--- src/ebus_pkg.sv ---
/*
  Shared constants, state encoding and register image of the external
  bus interface. Assumes one 100 MHz clock and that the main clock
  output runs at half of it.
*/
// Function
// - Nonmultiplexed address stays valid from first through fourth phase.
// - Suppress bit floats shared bus during address phase for its region.
// - Narrow variant always drives upper address copy in data phase.
// - Strap low at reset overrides both suppress bits.
// - Narrow suppressed: low lines data only, copy bus address phases 2-4.
// - Address bus leads shared bus address by half a main clock period.
// - Upper lane store low only when upper lane select and write low.
// - Lower lane store low only when address bit zero and write low.
// - Narrow variant byte store enable low on every byte write.
// - Store enables use the early address bus timing.
// - Read strobe low during every read; here peripheral block reads leave it high.
// - PSRAM only in lower region, with chip-select precharge period.
// - PSRAM mode is off after every reset; here psram_mode_on is a plain input that reset does not clear.
// - PSRAM mode issues periodic refresh pulses, no row address.
// - Refresh strobe replaces mid select 3 on the shared pin.
// - Refresh holds lower select high and leaves address bus unused.
// - Peripheral registers are one 256-byte block of 16-bit words.
// - Narrow byte write to peripheral block transfers full 16 bits.
package ebus_pkg;
  localparam int ADDR_W = 20;
  localparam int DATA_W = 16;
  localparam int BYTE_W = 8;
  localparam int PCB_IDX_W = 7;
  localparam int PCB_BASE_W = 12;
  localparam int REFRESH_W = 9;
  localparam int WAIT_W = 2;
  localparam int PCB_BASE_LSB = 8;
  localparam int PCB_IDX_LSB = 1;
  localparam logic [1:0] PHASE_DIV = 2'h2;
  localparam logic [WAIT_W-1:0] REFRESH_PHASES = 2'h2;
  localparam logic [WAIT_W-1:0] PRECHARGE_PHASES = 2'h1;
  localparam logic STRAP_KEEP_LEVEL = 1'b0;
  localparam logic [REFRESH_W-1:0] REFRESH_RESET = 9'h000;
  localparam logic [ADDR_W-1:0] ADDR_RESET = 20'h00000;
  localparam logic [DATA_W-1:0] DATA_RESET = 16'h0000;
  localparam logic [DATA_W-1:0] OE_ALL_OFF = 16'hffff;
  localparam logic [BYTE_W-1:0] BYTE_ZERO = 8'h00;
  localparam logic [BYTE_W-1:0] BYTE_OFF = 8'hff;

  typedef enum logic [7:0] {
    ST_IDLE = 8'h01,
    ST_T1 = 8'h02,
    ST_T2 = 8'h04,
    ST_T3 = 8'h08,
    ST_TW = 8'h10,
    ST_T4 = 8'h20,
    ST_PRE = 8'h40,
    ST_REFRESH_STROBE_N = 8'h80
  } bus_state_t;

  typedef struct packed {
    bus_state_t state;
    logic [WAIT_W-1:0] cnt;
    logic wr;
    logic byte_acc;
    logic upper_hit;
    logic lower_hit;
    logic mid3_hit;
    logic psram_acc;
    logic sup;
    logic [DATA_W-1:0] wdata;
    logic [ADDR_W-1:0] addr;
    logic [DATA_W-1:0] ad_out;
    logic [DATA_W-1:0] ad_oe_n;
    logic [BYTE_W-1:0] copy_out;
    logic copy_oe_n;
    logic rd_n;
    logic wr_n;
    logic lane_n;
    logic ust_n;
    logic lst_n;
    logic bst_n;
    logic ucs_n;
    logic lcs_n;
    logic pin3_n;
    logic [REFRESH_W-1:0] rcount;
    logic rpend;
    logic strap_done;
    logic keep;
    logic [DATA_W-1:0] rdata;
    logic done;
    logic pcb_we;
    logic pcb_re;
    logic [PCB_IDX_W-1:0] pcb_idx;
    logic [DATA_W-1:0] pcb_wdata;
  } bus_regs_t;
endpackage

--- src/phase_divider.sv ---
/*
  Main clock output divider and phase timing.
  Assumes a single reference clock; the output is a plain register.
*/
`timescale 1ns/1ps
`default_nettype none
module phase_divider (
  input wire logic ref_clk,
  input wire logic rstn,
  output logic main_clock_out,
  output logic phase_last
);
  logic [1:0] div_reg;
  logic [1:0] div_next;
  logic clk_reg;
  logic clk_next;

  // ----------------------------------------
  // Divider
  // ----------------------------------------
  always_comb begin
    phase_last = (div_reg == ebus_pkg::PHASE_DIV - 2'h1);
    div_next = phase_last ? 2'h0 : div_reg + 2'h1;
    clk_next = (div_next == 2'h0);
  end

  always_ff @(posedge ref_clk or negedge rstn) begin
    if (!rstn) begin
      div_reg <= 2'h0;
      clk_reg <= 1'b0;
    end else begin
      div_reg <= div_next;
      clk_reg <= clk_next;
    end
  end

  assign main_clock_out = clk_reg;
endmodule
`default_nettype wire

--- src/ebus_interface.sv ---
/*
  External bus interface: phase sequencer, address and data bus drive,
  byte store enables, read strobe, PSRAM precharge and auto refresh,
  and the internal peripheral block port.
  Assumes requests synchronous to ref_clk, upper and lower region hits
  decoded here from plain configuration ports, mid 3 hit given per request.
*/
`timescale 1ns/1ps
`default_nettype none
module ebus_interface (
  input wire logic ref_clk,
  input wire logic rstn,
  input wire logic narrow_variant,
  input wire logic mux_address_keep_strap,
  input wire logic [19:0] upper_region_start,
  input wire logic upper_region_suppress,
  input wire logic [19:0] lower_region_end,
  input wire logic lower_region_suppress,
  input wire logic psram_mode_on,
  input wire logic ready_ignore,
  input wire logic [1:0] wait_count,
  input wire logic [8:0] prescaler_refresh_ctl,
  input wire logic [11:0] peripheral_block_base,
  input wire logic req_valid,
  output logic req_ready,
  input wire logic req_write,
  input wire logic req_byte,
  input wire logic req_mid3_hit,
  input wire logic [19:0] req_addr,
  input wire logic [15:0] req_wdata,
  output logic resp_done,
  output logic [15:0] resp_rdata,
  input wire logic ext_ready,
  output logic main_clock_out,
  output logic [19:0] address_bus,
  input wire logic [15:0] ad_in,
  output logic [15:0] ad_out,
  output logic [15:0] ad_oe_n,
  output logic [7:0] upper_address_copy_bus,
  output logic upper_address_copy_oe_n,
  output logic read_strobe_n,
  output logic write_strobe_n,
  output logic upper_lane_select_n,
  output logic upper_lane_store_n,
  output logic lower_lane_store_n,
  output logic byte_store_enable_n,
  output logic upper_memory_select_n,
  output logic lower_memory_select_n,
  output logic mid3_refresh_pin_n,
  output logic refresh_active,
  output logic pcb_write,
  output logic pcb_read,
  output logic [6:0] pcb_index,
  output logic [15:0] pcb_wdata,
  input wire logic [15:0] pcb_rdata
);
  ebus_pkg::bus_regs_t r_reg;
  ebus_pkg::bus_regs_t r_next;
  logic phase_last;
  logic upper_dec;
  logic lower_dec;
  logic pcb_dec;
  logic idle_free;
  logic take_ext;
  logic take_pcb;
  logic wait_done;
  logic second_half;
  logic drive_addr;
  logic lane_up_n;

  phase_divider u_div (
    .ref_clk(ref_clk),
    .rstn(rstn),
    .main_clock_out(main_clock_out),
    .phase_last(phase_last)
  );

  // ----------------------------------------
  // Request decode
  // ----------------------------------------
  always_comb begin
    upper_dec = (req_addr >= upper_region_start);
    lower_dec = (req_addr <= lower_region_end) && !upper_dec;
    // Word index only; odd offsets are undefined for software anyway
    pcb_dec = (req_addr[ebus_pkg::ADDR_W-1:ebus_pkg::PCB_BASE_LSB] == peripheral_block_base);
    idle_free = (r_reg.state == ebus_pkg::ST_IDLE) && !r_reg.rpend && !r_reg.done;
    // External cycles start on a phase boundary, refresh first
    req_ready = idle_free && (pcb_dec || phase_last);
    take_ext = req_valid && req_ready && !pcb_dec;
    take_pcb = req_valid && req_ready && pcb_dec;
    wait_done = (r_reg.cnt == '0) && (ready_ignore || ext_ready);
  end

  // ----------------------------------------
  // Sequencer and drive
  // ----------------------------------------
  always_comb begin
    r_next = r_reg;
    r_next.done = 1'b0;
    r_next.pcb_we = 1'b0;
    r_next.pcb_re = 1'b0;
    second_half = 1'b0;
    drive_addr = 1'b0;
    lane_up_n = 1'b1;

    // Strap caught on the first clock after reset release
    if (!r_reg.strap_done) begin
      r_next.strap_done = 1'b1;
      r_next.keep = (mux_address_keep_strap == ebus_pkg::STRAP_KEEP_LEVEL);
    end

    // Refresh interval; the new request beats a clear in the same cycle
    if (!psram_mode_on) begin
      r_next.rcount = prescaler_refresh_ctl;
      r_next.rpend = 1'b0;
    end else if (phase_last) begin
      if (r_reg.rcount == ebus_pkg::REFRESH_RESET) begin
        r_next.rcount = prescaler_refresh_ctl;
        r_next.rpend = 1'b1;
      end else begin
        r_next.rcount = r_reg.rcount - 9'h001;
      end
    end

    if (take_pcb) begin
      r_next.pcb_we = req_write;
      r_next.pcb_re = !req_write;
      r_next.pcb_idx = req_addr[ebus_pkg::PCB_IDX_W:ebus_pkg::PCB_IDX_LSB];
      // Byte writes carry the whole word into the register
      r_next.pcb_wdata = req_wdata;
    end
    if (r_reg.pcb_re) begin
      r_next.rdata = pcb_rdata;
      r_next.done = 1'b1;
    end
    if (r_reg.pcb_we) begin
      r_next.done = 1'b1;
    end

    if (phase_last) begin
      case (r_reg.state)
        ebus_pkg::ST_IDLE: begin
          if (r_reg.rpend && !r_next.rpend) begin
            r_next.state = ebus_pkg::ST_IDLE;
          end else if (r_reg.rpend) begin
            r_next.state = ebus_pkg::ST_REFRESH_STROBE_N;
            r_next.cnt = ebus_pkg::REFRESH_PHASES - 2'h1;
            if (!r_next.rpend || r_reg.rcount != ebus_pkg::REFRESH_RESET) begin
              r_next.rpend = 1'b0;
            end
          end else if (take_ext) begin
            r_next.state = ebus_pkg::ST_T1;
            r_next.addr = req_addr;
            r_next.wr = req_write;
            r_next.byte_acc = req_byte;
            r_next.wdata = req_wdata;
            r_next.upper_hit = upper_dec;
            r_next.lower_hit = lower_dec;
            r_next.mid3_hit = req_mid3_hit && !psram_mode_on;
            r_next.psram_acc = lower_dec && psram_mode_on;
            r_next.sup = !r_next.keep && ((upper_dec && upper_region_suppress)
              || (lower_dec && lower_region_suppress));
          end
        end
        ebus_pkg::ST_T1: begin
          r_next.state = ebus_pkg::ST_T2;
        end
        ebus_pkg::ST_T2: begin
          r_next.state = ebus_pkg::ST_T3;
          r_next.cnt = wait_count;
        end
        ebus_pkg::ST_T3, ebus_pkg::ST_TW: begin
          if (wait_done) begin
            r_next.state = ebus_pkg::ST_T4;
            if (!r_reg.wr) begin
              r_next.rdata = narrow_variant ? {ebus_pkg::BYTE_ZERO, ad_in[7:0]} : ad_in;
            end
          end else begin
            r_next.state = ebus_pkg::ST_TW;
            if (r_reg.cnt != '0) begin
              r_next.cnt = r_reg.cnt - 2'h1;
            end
          end
        end
        ebus_pkg::ST_T4: begin
          if (r_reg.psram_acc) begin
            r_next.state = ebus_pkg::ST_PRE;
            r_next.cnt = ebus_pkg::PRECHARGE_PHASES - 2'h1;
          end else begin
            r_next.state = ebus_pkg::ST_IDLE;
            r_next.done = 1'b1;
          end
        end
        ebus_pkg::ST_PRE: begin
          if (r_reg.cnt == '0) begin
            r_next.state = ebus_pkg::ST_IDLE;
            r_next.done = 1'b1;
          end else begin
            r_next.cnt = r_reg.cnt - 2'h1;
          end
        end
        ebus_pkg::ST_REFRESH_STROBE_N: begin
          if (r_reg.cnt == '0) begin
            r_next.state = ebus_pkg::ST_IDLE;
          end else begin
            r_next.cnt = r_reg.cnt - 2'h1;
          end
        end
        default: begin
          r_next.state = ebus_pkg::ST_IDLE;
        end
      endcase
    end else begin
      second_half = 1'b1;
    end

    // Pin values for the coming cycle
    r_next.ad_oe_n = ebus_pkg::OE_ALL_OFF;
    r_next.ad_out = ebus_pkg::DATA_RESET;
    r_next.copy_oe_n = 1'b1;
    r_next.copy_out = ebus_pkg::BYTE_ZERO;
    r_next.rd_n = 1'b1;
    r_next.wr_n = 1'b1;
    r_next.ucs_n = 1'b1;
    r_next.lcs_n = 1'b1;
    r_next.pin3_n = 1'b1;
    case (r_next.state)
      ebus_pkg::ST_T1: begin
        // Shared bus gets the address one half period after the A bus
        drive_addr = second_half && !r_next.sup;
        if (drive_addr) begin
          r_next.ad_out = r_next.addr[15:0];
          r_next.ad_oe_n = narrow_variant ? {ebus_pkg::BYTE_OFF, ebus_pkg::BYTE_ZERO}
            : ~ebus_pkg::OE_ALL_OFF;
          r_next.copy_out = r_next.addr[15:8];
          r_next.copy_oe_n = !narrow_variant;
        end
        r_next.ucs_n = !r_next.upper_hit;
        r_next.lcs_n = !r_next.lower_hit;
        r_next.pin3_n = !r_next.mid3_hit;
      end
      ebus_pkg::ST_T2, ebus_pkg::ST_T3, ebus_pkg::ST_TW, ebus_pkg::ST_T4: begin
        // Copy bus keeps the address through the data phases
        r_next.copy_out = r_next.addr[15:8];
        r_next.copy_oe_n = !narrow_variant;
        if (r_next.wr) begin
          r_next.ad_out = narrow_variant ? {ebus_pkg::BYTE_ZERO, r_next.wdata[7:0]}
            : r_next.wdata;
          r_next.ad_oe_n = narrow_variant ? {ebus_pkg::BYTE_OFF, ebus_pkg::BYTE_ZERO}
            : ~ebus_pkg::OE_ALL_OFF;
        end
        if (r_next.state != ebus_pkg::ST_T4) begin
          r_next.rd_n = r_next.wr;
          r_next.wr_n = !r_next.wr;
        end
        r_next.ucs_n = !r_next.upper_hit;
        // PSRAM select goes high in the last phase to start its precharge
        r_next.lcs_n = !r_next.lower_hit
          || (r_next.psram_acc && r_next.state == ebus_pkg::ST_T4);
        r_next.pin3_n = !r_next.mid3_hit;
      end
      ebus_pkg::ST_REFRESH_STROBE_N: begin
        // No row address; A bus left holding the last cycle's value
        r_next.pin3_n = 1'b0;
        r_next.lcs_n = 1'b1;
      end
      default: begin
      end
    endcase

    // Lane select and byte enables follow the registered address timing
    if (r_next.state != ebus_pkg::ST_IDLE && r_next.state != ebus_pkg::ST_REFRESH_STROBE_N
        && r_next.state != ebus_pkg::ST_PRE && !narrow_variant) begin
      lane_up_n = r_next.byte_acc && !r_next.addr[0];
    end
    r_next.lane_n = lane_up_n;
    r_next.ust_n = narrow_variant || lane_up_n || r_next.wr_n;
    r_next.lst_n = narrow_variant || r_next.addr[0] || r_next.wr_n;
    r_next.bst_n = !narrow_variant || r_next.wr_n;
  end

  always_ff @(posedge ref_clk or negedge rstn) begin
    if (!rstn) begin
      r_reg <= '0;
      r_reg.state <= ebus_pkg::ST_IDLE;
      r_reg.addr <= ebus_pkg::ADDR_RESET;
      r_reg.ad_oe_n <= ebus_pkg::OE_ALL_OFF;
      r_reg.copy_oe_n <= 1'b1;
      r_reg.rd_n <= 1'b1;
      r_reg.wr_n <= 1'b1;
      r_reg.lane_n <= 1'b1;
      r_reg.ust_n <= 1'b1;
      r_reg.lst_n <= 1'b1;
      r_reg.bst_n <= 1'b1;
      r_reg.ucs_n <= 1'b1;
      r_reg.lcs_n <= 1'b1;
      r_reg.pin3_n <= 1'b1;
      r_reg.rcount <= ebus_pkg::REFRESH_RESET;
      r_reg.rpend <= 1'b0;
    end else begin
      r_reg <= r_next;
    end
  end

  // ----------------------------------------
  // Outputs
  // ----------------------------------------
  assign resp_done = r_reg.done;
  assign resp_rdata = r_reg.rdata;
  assign address_bus = r_reg.addr;
  assign ad_out = r_reg.ad_out;
  assign ad_oe_n = r_reg.ad_oe_n;
  assign upper_address_copy_bus = r_reg.copy_out;
  assign upper_address_copy_oe_n = r_reg.copy_oe_n;
  assign read_strobe_n = r_reg.rd_n;
  assign write_strobe_n = r_reg.wr_n;
  assign upper_lane_select_n = r_reg.lane_n;
  assign upper_lane_store_n = r_reg.ust_n;
  assign lower_lane_store_n = r_reg.lst_n;
  assign byte_store_enable_n = r_reg.bst_n;
  assign upper_memory_select_n = r_reg.ucs_n;
  assign lower_memory_select_n = r_reg.lcs_n;
  assign mid3_refresh_pin_n = r_reg.pin3_n;
  assign refresh_active = (r_reg.state == ebus_pkg::ST_REFRESH_STROBE_N);
  assign pcb_write = r_reg.pcb_we;
  assign pcb_read = r_reg.pcb_re;
  assign pcb_index = r_reg.pcb_idx;
  assign pcb_wdata = r_reg.pcb_wdata;
endmodule
`default_nettype wire

--- config.mk ---
export PLATFORM = sky130hd
export DESIGN_NAME = ebus_interface
export DESIGN_NICKNAME = d
export VERILOG_FILES = /design/src/ebus_pkg.sv /design/src/phase_divider.sv /design/src/ebus_interface.sv
export SDC_FILE = /design/constraint.sdc
export NUM_CORES = 1
export LEC_CHECK = 0
export BUFFER_PORTS_ARGS = -buffer_cell sky130_fd_sc_hd__buf_2
export CAP_MARGIN = 20
export CORE_AREA = 2 2 132 134
export DETAILED_ROUTE_END_ITERATION = 8
export DIE_AREA = 0 0 134 136
export PLACE_DENSITY = 0.89
export SYNTH_ARGS = -nofsm -noshare
export SYNTH_HDL_FRONTEND = slang
export SYNTH_SLANG_ARGS = --single-unit
--- constraint.sdc ---
create_clock -name ref_clk -period 3.4 [get_ports ref_clk]
set_clock_uncertainty 0.2 [all_clocks]
set_input_delay 0.34 -clock ref_clk [delete_from_list [all_inputs] [get_ports ref_clk]]
set_output_delay 0.34 -clock ref_clk [all_outputs]
set_load 0.01 [all_outputs]
==> flow_summary.toml, run 1 <==
[synthesis]
synthArstFlopShare_pct = 100
yosysTopAreaCellShare_pct = 40.0
synth.largest_area_cell = "dfrtp_1"
synth-seq-area-share_pct = 44.1
syn_area_um2 = 8320
post-synth-top-count-cell = "dfrtp_1"
synth_fp_nets = 1045
ys_types = 62
syn_avg_cell_area_um2 = 9.69
netlist_instances = 859
synth.yosys.warnings = 0
synth_common_cells = "133 x dfrtp_1, 102 x nand2_1, 100 x buf_4, 64 x inv_1, 51 x a21oi_1"
synth-seq-cells = 146
yosys-top-cells-area = "dfrtp_1 40%, buf_4 9.0%, ha_1 6.3%"
synth_edf_count = 0
synth_ff_type = "dfrtp_1"

[pwr]
vdd_drop_max_mv = 0.445
p_sw_mw = 2.01
intPower_mw = 3.98
switching_share_pct = 33.6
p_per_area_nw_per_um2 = 591
power_frac_comb_pct = 29.9
power_frac_clock_pct = 31.7
p_seq_share_pct = 38.4
p_leak_nw = 5.38

[finish]
antennaDiodeCount = 0
drive_above_1_share_pct = 33.8
fill_cells = 1365
largest_register_ffs = 45
layout.nets = 1244
synthToLayoutAreaGrowth_pct = 21.9

[clock_network]
cts_buffers = 17
clock_sinks = 146
clockBufferDepth = 2
cts-resized-gates = 0
clk_pin_slew_ns = 0.06
htreeDepth = 4
postCtsSetupRepairBufs = 0
cts_tree = "built"
clk_latency_ns = 0.42
cts-root-buf = "clkbuf_16"

[routing]
viasPerCell = 5.38
drc = 0
routedWlPerCell_um = 18.1
num_vias = 6972
wl_met3_um = 1650
routed_wl_um = 23500
first_iter_violations = 357
top_layer_used = "met4"
firstDrtPassIters = 5
wl_met1_um = 9270
dr_wl_met2_um = 11500
ant_nets = 0

[floorplanning]
dieHeight_um = 136
std_cell_rows = 48
initial_core_util_pct = 49.3
ioPinCount = 259
die-area_um2 = 18200
fp.dieW_um = 134
core-area_um2 = 16900

[worst_hold_path]
min_from = "req_wdata[14]"
min_path_type = "primary input to flop"

[grt]
track_usage_pct = 25.7
grt_max_degree = 85
grt_pass1_wl_um = 35800
antenna_found_initial = 0
grt_pass1_vias = 6976
grt_remaining_overflow = 0

[timing]
hold_viol = 0
rsz0062_at_grt = "false"
setup_viol = 0
tightest_slew_ns = 1.00
setup_tns_ns = 0
fmax_ghz = 0.309
worst_slack_ns = 0.168
final.period_utilization_pct = 95.1
slew_viol_final = 0
relSlewSlack_pct = 33.2
fin_crit_ns = 3.23

[place]
portBuffers = 258
gp_congestion = 0.933
place.detailed.hpwl_um = 17200
dp_slack_ns = 0.297

[status]
status = "completed"

[flow_run]
max_cap_violations = 0

[worst_setup_path]
required_ns = 2.86
slowest_delay_ns = 0.64
worst_setup_path_start_kind = "primary input"
path_cells = "dlygate4sd3_1 -> buf_2 -> xor2_1 -> nor4_1 -> nand3_1 -> a2111oi_0 -> buf_2"
crit_path_end_kind = "output port"
path_delay_family = "buffers and inverters"
cp_slowest_cell = "a2111oi_0"
r2r-start = "r_reg[154]"
arrival_ns = 2.69
cp_num_buf_inv = 3
crit_path_max_fanout = 5
cpMostUsedCell = "buf_2"
criticalPathCategory = "primary input to output port"
crit_start = "req_addr[19]"
power by group through the flow:
stage	registers (mW)	clock network, mW	logic (mW)
floorplan	2.25	0	1.35
global placement	2.31	0	1.68
detailed placement	2.32	0	1.73
CTS	2.30	1.93	1.78
global route	2.33	2.01	1.97
finish	2.30	1.90	1.79
worst paths after layout:
kind	slack, ns	depth (start not counted)	endpoint
worst max-delay path	0.17	7	req_ready
worst min-delay path	0.01	2	pcb_wdata[14]
worst max register to register	0.29	7	lower_lane_store_n
worst min register to register	0.26	2	r_reg[145]
max in group asynchronous	1.72	3	r_reg[149]
min in group asynchronous	0.33	2	resp_rdata[9]
layer usage:
layer  vias up  track usage [%]
met5         -                0
met4         0             13.7
met3        66             6.30
met2       325             43.0
met1      3322             30.7
li1       3259                -
logic make-up (layout without fill, tap and decap cells):
kind of cell | count (synthesis) | count (layout) | synth area share [%]
fa+ha+maj | 42 | 42 | 6.32
compound gates | 154 | 154 | 11.8
xor+xnor | 17 | 17 | 1.79
mux | 60 | 60 | 7.73
buf+inv | 201 | 413 | 13.8
other cells | 1 | 1 | 0.0451
simple gates | 238 | 238 | 14.4
flops | 146 | 146 | 44.1
through the flow:
stage,cell area (um^2),hold slack [ns],utilization (%),power (mW),instances
2_1_floorplan,8320,-0.156,-,3.60,859
3_3_place_gp,9130,0.233,54.1,3.98,1223
3_5_place_dp,9130,0.231,54.1,4.06,1223
4_1_cts,10100,0.000212,60.0,6.01,1295
5_1_grt,10100,0.00413,60.1,6.32,1296
6_report,10100,0.0114,60.1,5.99,1296
layout make-up:
class                           count  area (um^2)  share of cell area [%]
Clock buffer                       23          468                    4.61
Clock inverter                      9          131                    1.30
Inverter                           64          240                    2.37
Multi-Input combinational cell    512         3510                    34.6
Sequential cell                   146         3670                    36.2
Tap cell                          225          282                    2.78
Timing Repair Buffer              317         1840                    18.2
worst register-to-register path: cells and delay by family, from the launching register on:
kind | cells | cell delay, ns
compound gates | 2 | 0.43
flops | 1 | 0.50
simple gates | 5 | 1.88
cell usage in the layout, fill, tap and decap left out, types with 10 or more instances in the layout:
master / synthesis / routed
nand3_1: 14 / 14
buf_4: 100 / 18
a21oi_1: 51 / 51
dlygate4sd3_1: 0 / 41
buf_2: 7 / 257
xor2_1: 16 / 16
nand2_1: 102 / 102
mux2_2: 34 / 34
o22ai_1: 10 / 10
dfstp_2: 13 / 13
nor3_1: 14 / 13
ha_1: 42 / 42
o21ai_0: 30 / 30
a21o_1: 10 / 10
clkbuf_16: 0 / 17
nand4_1: 10 / 10
mux2i_1: 26 / 26
inv_1: 64 / 64
dfrtp_1: 133 / 133
nor2_1: 43 / 43
timing repair:
item                                    in CTS  in global routing
endpoints found under the hold margin      125                  1
hold buffers                                40                  1
endpoints found under the setup margin       0                  0
(Power assumes the default switching activity.)
==> inputs of run 2 (changes only) <==
--- a/config.mk
+++ b/config.mk
@@ -5,11 +5,13 @@
 export SDC_FILE = /design/constraint.sdc
 export NUM_CORES = 1
 export LEC_CHECK = 0
+export ABC_CLOCK_PERIOD_IN_PS = 3400
 export BUFFER_PORTS_ARGS = -buffer_cell sky130_fd_sc_hd__buf_2
 export CAP_MARGIN = 20
-export CORE_AREA = 2 2 132 134
+export CORE_AREA = 2 2 170 105
+export CTS_CLUSTER_SIZE = 24
 export DETAILED_ROUTE_END_ITERATION = 8
-export DIE_AREA = 0 0 134 136
+export DIE_AREA = 0 0 172 107
 export PLACE_DENSITY = 0.89
 export SYNTH_ARGS = -nofsm -noshare
 export SYNTH_HDL_FRONTEND = slang
==> run 2 against run 1 <==
Fmax fell by 1.6%. Global-route usage is 2.2 points higher. Die area rose by 0.99%. Worst hold slack better by 0.0078 ns. Sequential share of layout area fell by 0.67 points. Wire length rose by 7.9%. Design area up 1.9%. Power increased by 4.0%. Critical path depth grew 2. Critical path type unchanged. Critical endpoint unchanged. Largest cell class unchanged. Largest power group unchanged.
==> flow_summary.toml, run 2 (synthesis gave the netlist of run 1 again) <==
[status]
status = "completed"

[finish]
largest_register_ffs = 45
synthToLayoutAreaGrowth_pct = 24.2
layout.nets = 1254
final_cell_mix = "257 x buf_2, 133 x dfrtp_1, 102 x nand2_1"
drive_above_1_share_pct = 34.1
final_util_pct = 61.3
fin_area_um2 = 10300
antennaDiodeCount = 0
final_common_cell = "buf_2"

[pwr]
p_leak_nw = 5.47
power.total_mw = 6.24
switching_share_pct = 34.7
p_sw_mw = 2.16
p_per_area_nw_per_um2 = 603
intPower_mw = 4.07
p_seq_share_pct = 37.0
vdd_drop_max_mv = 0.312
power_frac_clock_pct = 33.3
power_frac_comb_pct = 29.7

[routing]
viasPerCell = 5.42
routed_wl_um = 25300
ant_nets = 0
drc = 0
first_iter_violations = 696
routedWlPerCell_um = 19.3
firstDrtPassIters = 6
num_vias = 7128

[place]
gp_congestion = 0.907
place.detailed.hpwl_um = 18700
portBuffers = 258
placed_cell_area_um2 = 9190

[floorplanning]
std_cell_rows = 37
fp.dieW_um = 172
die-area_um2 = 18400
dieHeight_um = 107
ioPinCount = 259
core-area_um2 = 16900
initial_core_util_pct = 49.4

[timing]
fin_crit_ns = 3.29
relSlewSlack_pct = 31.4
rsz0062_at_grt = "false"
setup_tns_ns = 0
final.period_utilization_pct = 96.6
slew_viol_final = 0
setup_viol = 0
tightest_slew_ns = 1.03
hold-worst-slack_ns = 0.0192
hold_viol = 0
fmax_ghz = 0.304

[grt]
track_usage_pct = 27.8
grt_pass1_wl_um = 38600
grt_remaining_overflow = 0
grt_pass1_vias = 7157
grt_max_degree = 78
antenna_found_initial = 0

[worst_setup_path]
worst_setup_path_start_kind = "primary input"
arrival_ns = 2.75
crit_path_end_kind = "output port"
required_ns = 2.86
criticalPathCategory = "primary input to output port"
crit_path_max_fanout = 5

[worst_hold_path]
min_path_type = "primary input to flop"

[clock_network]
clockBufferDepth = 2
clock_sinks = 146
postCtsSetupRepairBufs = 0
clk_pin_slew_ns = 0.07
clk_latency_ns = 0.42
cts_buffers = 17
cts-root-buf = "clkbuf_16"
cts_tree = "built"
htreeDepth = 4

[flow_run]
max_cap_violations = 0
[run 2: critical path, cell delays in order]
cell	delay [ns]
dlygate4sd3_1	0.54
buf_2	0.17
xor2_1	0.14
nor4_1	0.36
nand3_2	0.26
a2111oi_0	0.42
buf_1	0.25
buf_4	0.14
buf_2	0.12
[run 2: final cells by class]
class | instances | area, um^2
timing repair buffer | 327 | 1970
tap | 234 | 293
multi-input combinational | 512 | 3510
fill | 1411 | 6520
clock inverter | 14 | 214
inverter | 64 | 240
sequential | 146 | 3670
clock buffer | 18 | 429
[run 2: repair_timing]
| item | in CTS | in global routing |
|---|---|---|
| hold buffers | 46 | 1 |
| hold endpoints to repair | 127 | 1 |
| resized for setup | 0 | 1 |
| endpoints found under the setup margin | 0 | 1 |
[run 2: path summary, 6_finish.rpt]
check | startpoint | endpoint | slack, ns | cells after the start
worst max-delay path | req_addr[19] | req_ready | 0.11 | 9
worst min-delay path | ad_in[8] | resp_rdata[8] | 0.02 | 3
worst max register to register | r_reg[156] | ad_out[1] | 0.24 | 7
worst min register to register | r_reg[145] | r_reg[145] | 0.27 | 2
max in group asynchronous | rstn | read_strobe_n | 1.79 | 3
min in group asynchronous | rstn | address_bus[17] | 0.32 | 2
[run 2: stage by stage]
stage	std cells	setup slack, ns
global placement	1234	0.161
detailed placement	1235	0.332
global route	1315	0.00334
CTS	1313	0.112
finish	1315	0.114
floorplan	859	0.571
[run 2: power groups by stage]
stage          Sequential [mW]  Clock (mW)  Combinational, mW
2_1_floorplan             2.25           0               1.35
3_3_place_gp              2.31           0               1.74
3_5_place_dp              2.33           0               1.79
4_1_cts                   2.30        2.10               1.84
5_1_grt                   2.34        2.19               2.03
6_report                  2.31        2.08               1.85
[run 2: routing by layer]
metal  vias up  global-route usage, %  wire, um
li1       3270                      -         -
met1      3428                   36.7     10800
met2       393                   44.3     11500
met3        37                   8.64      2550
met4         0                   8.22       486
met5         -                      0         0
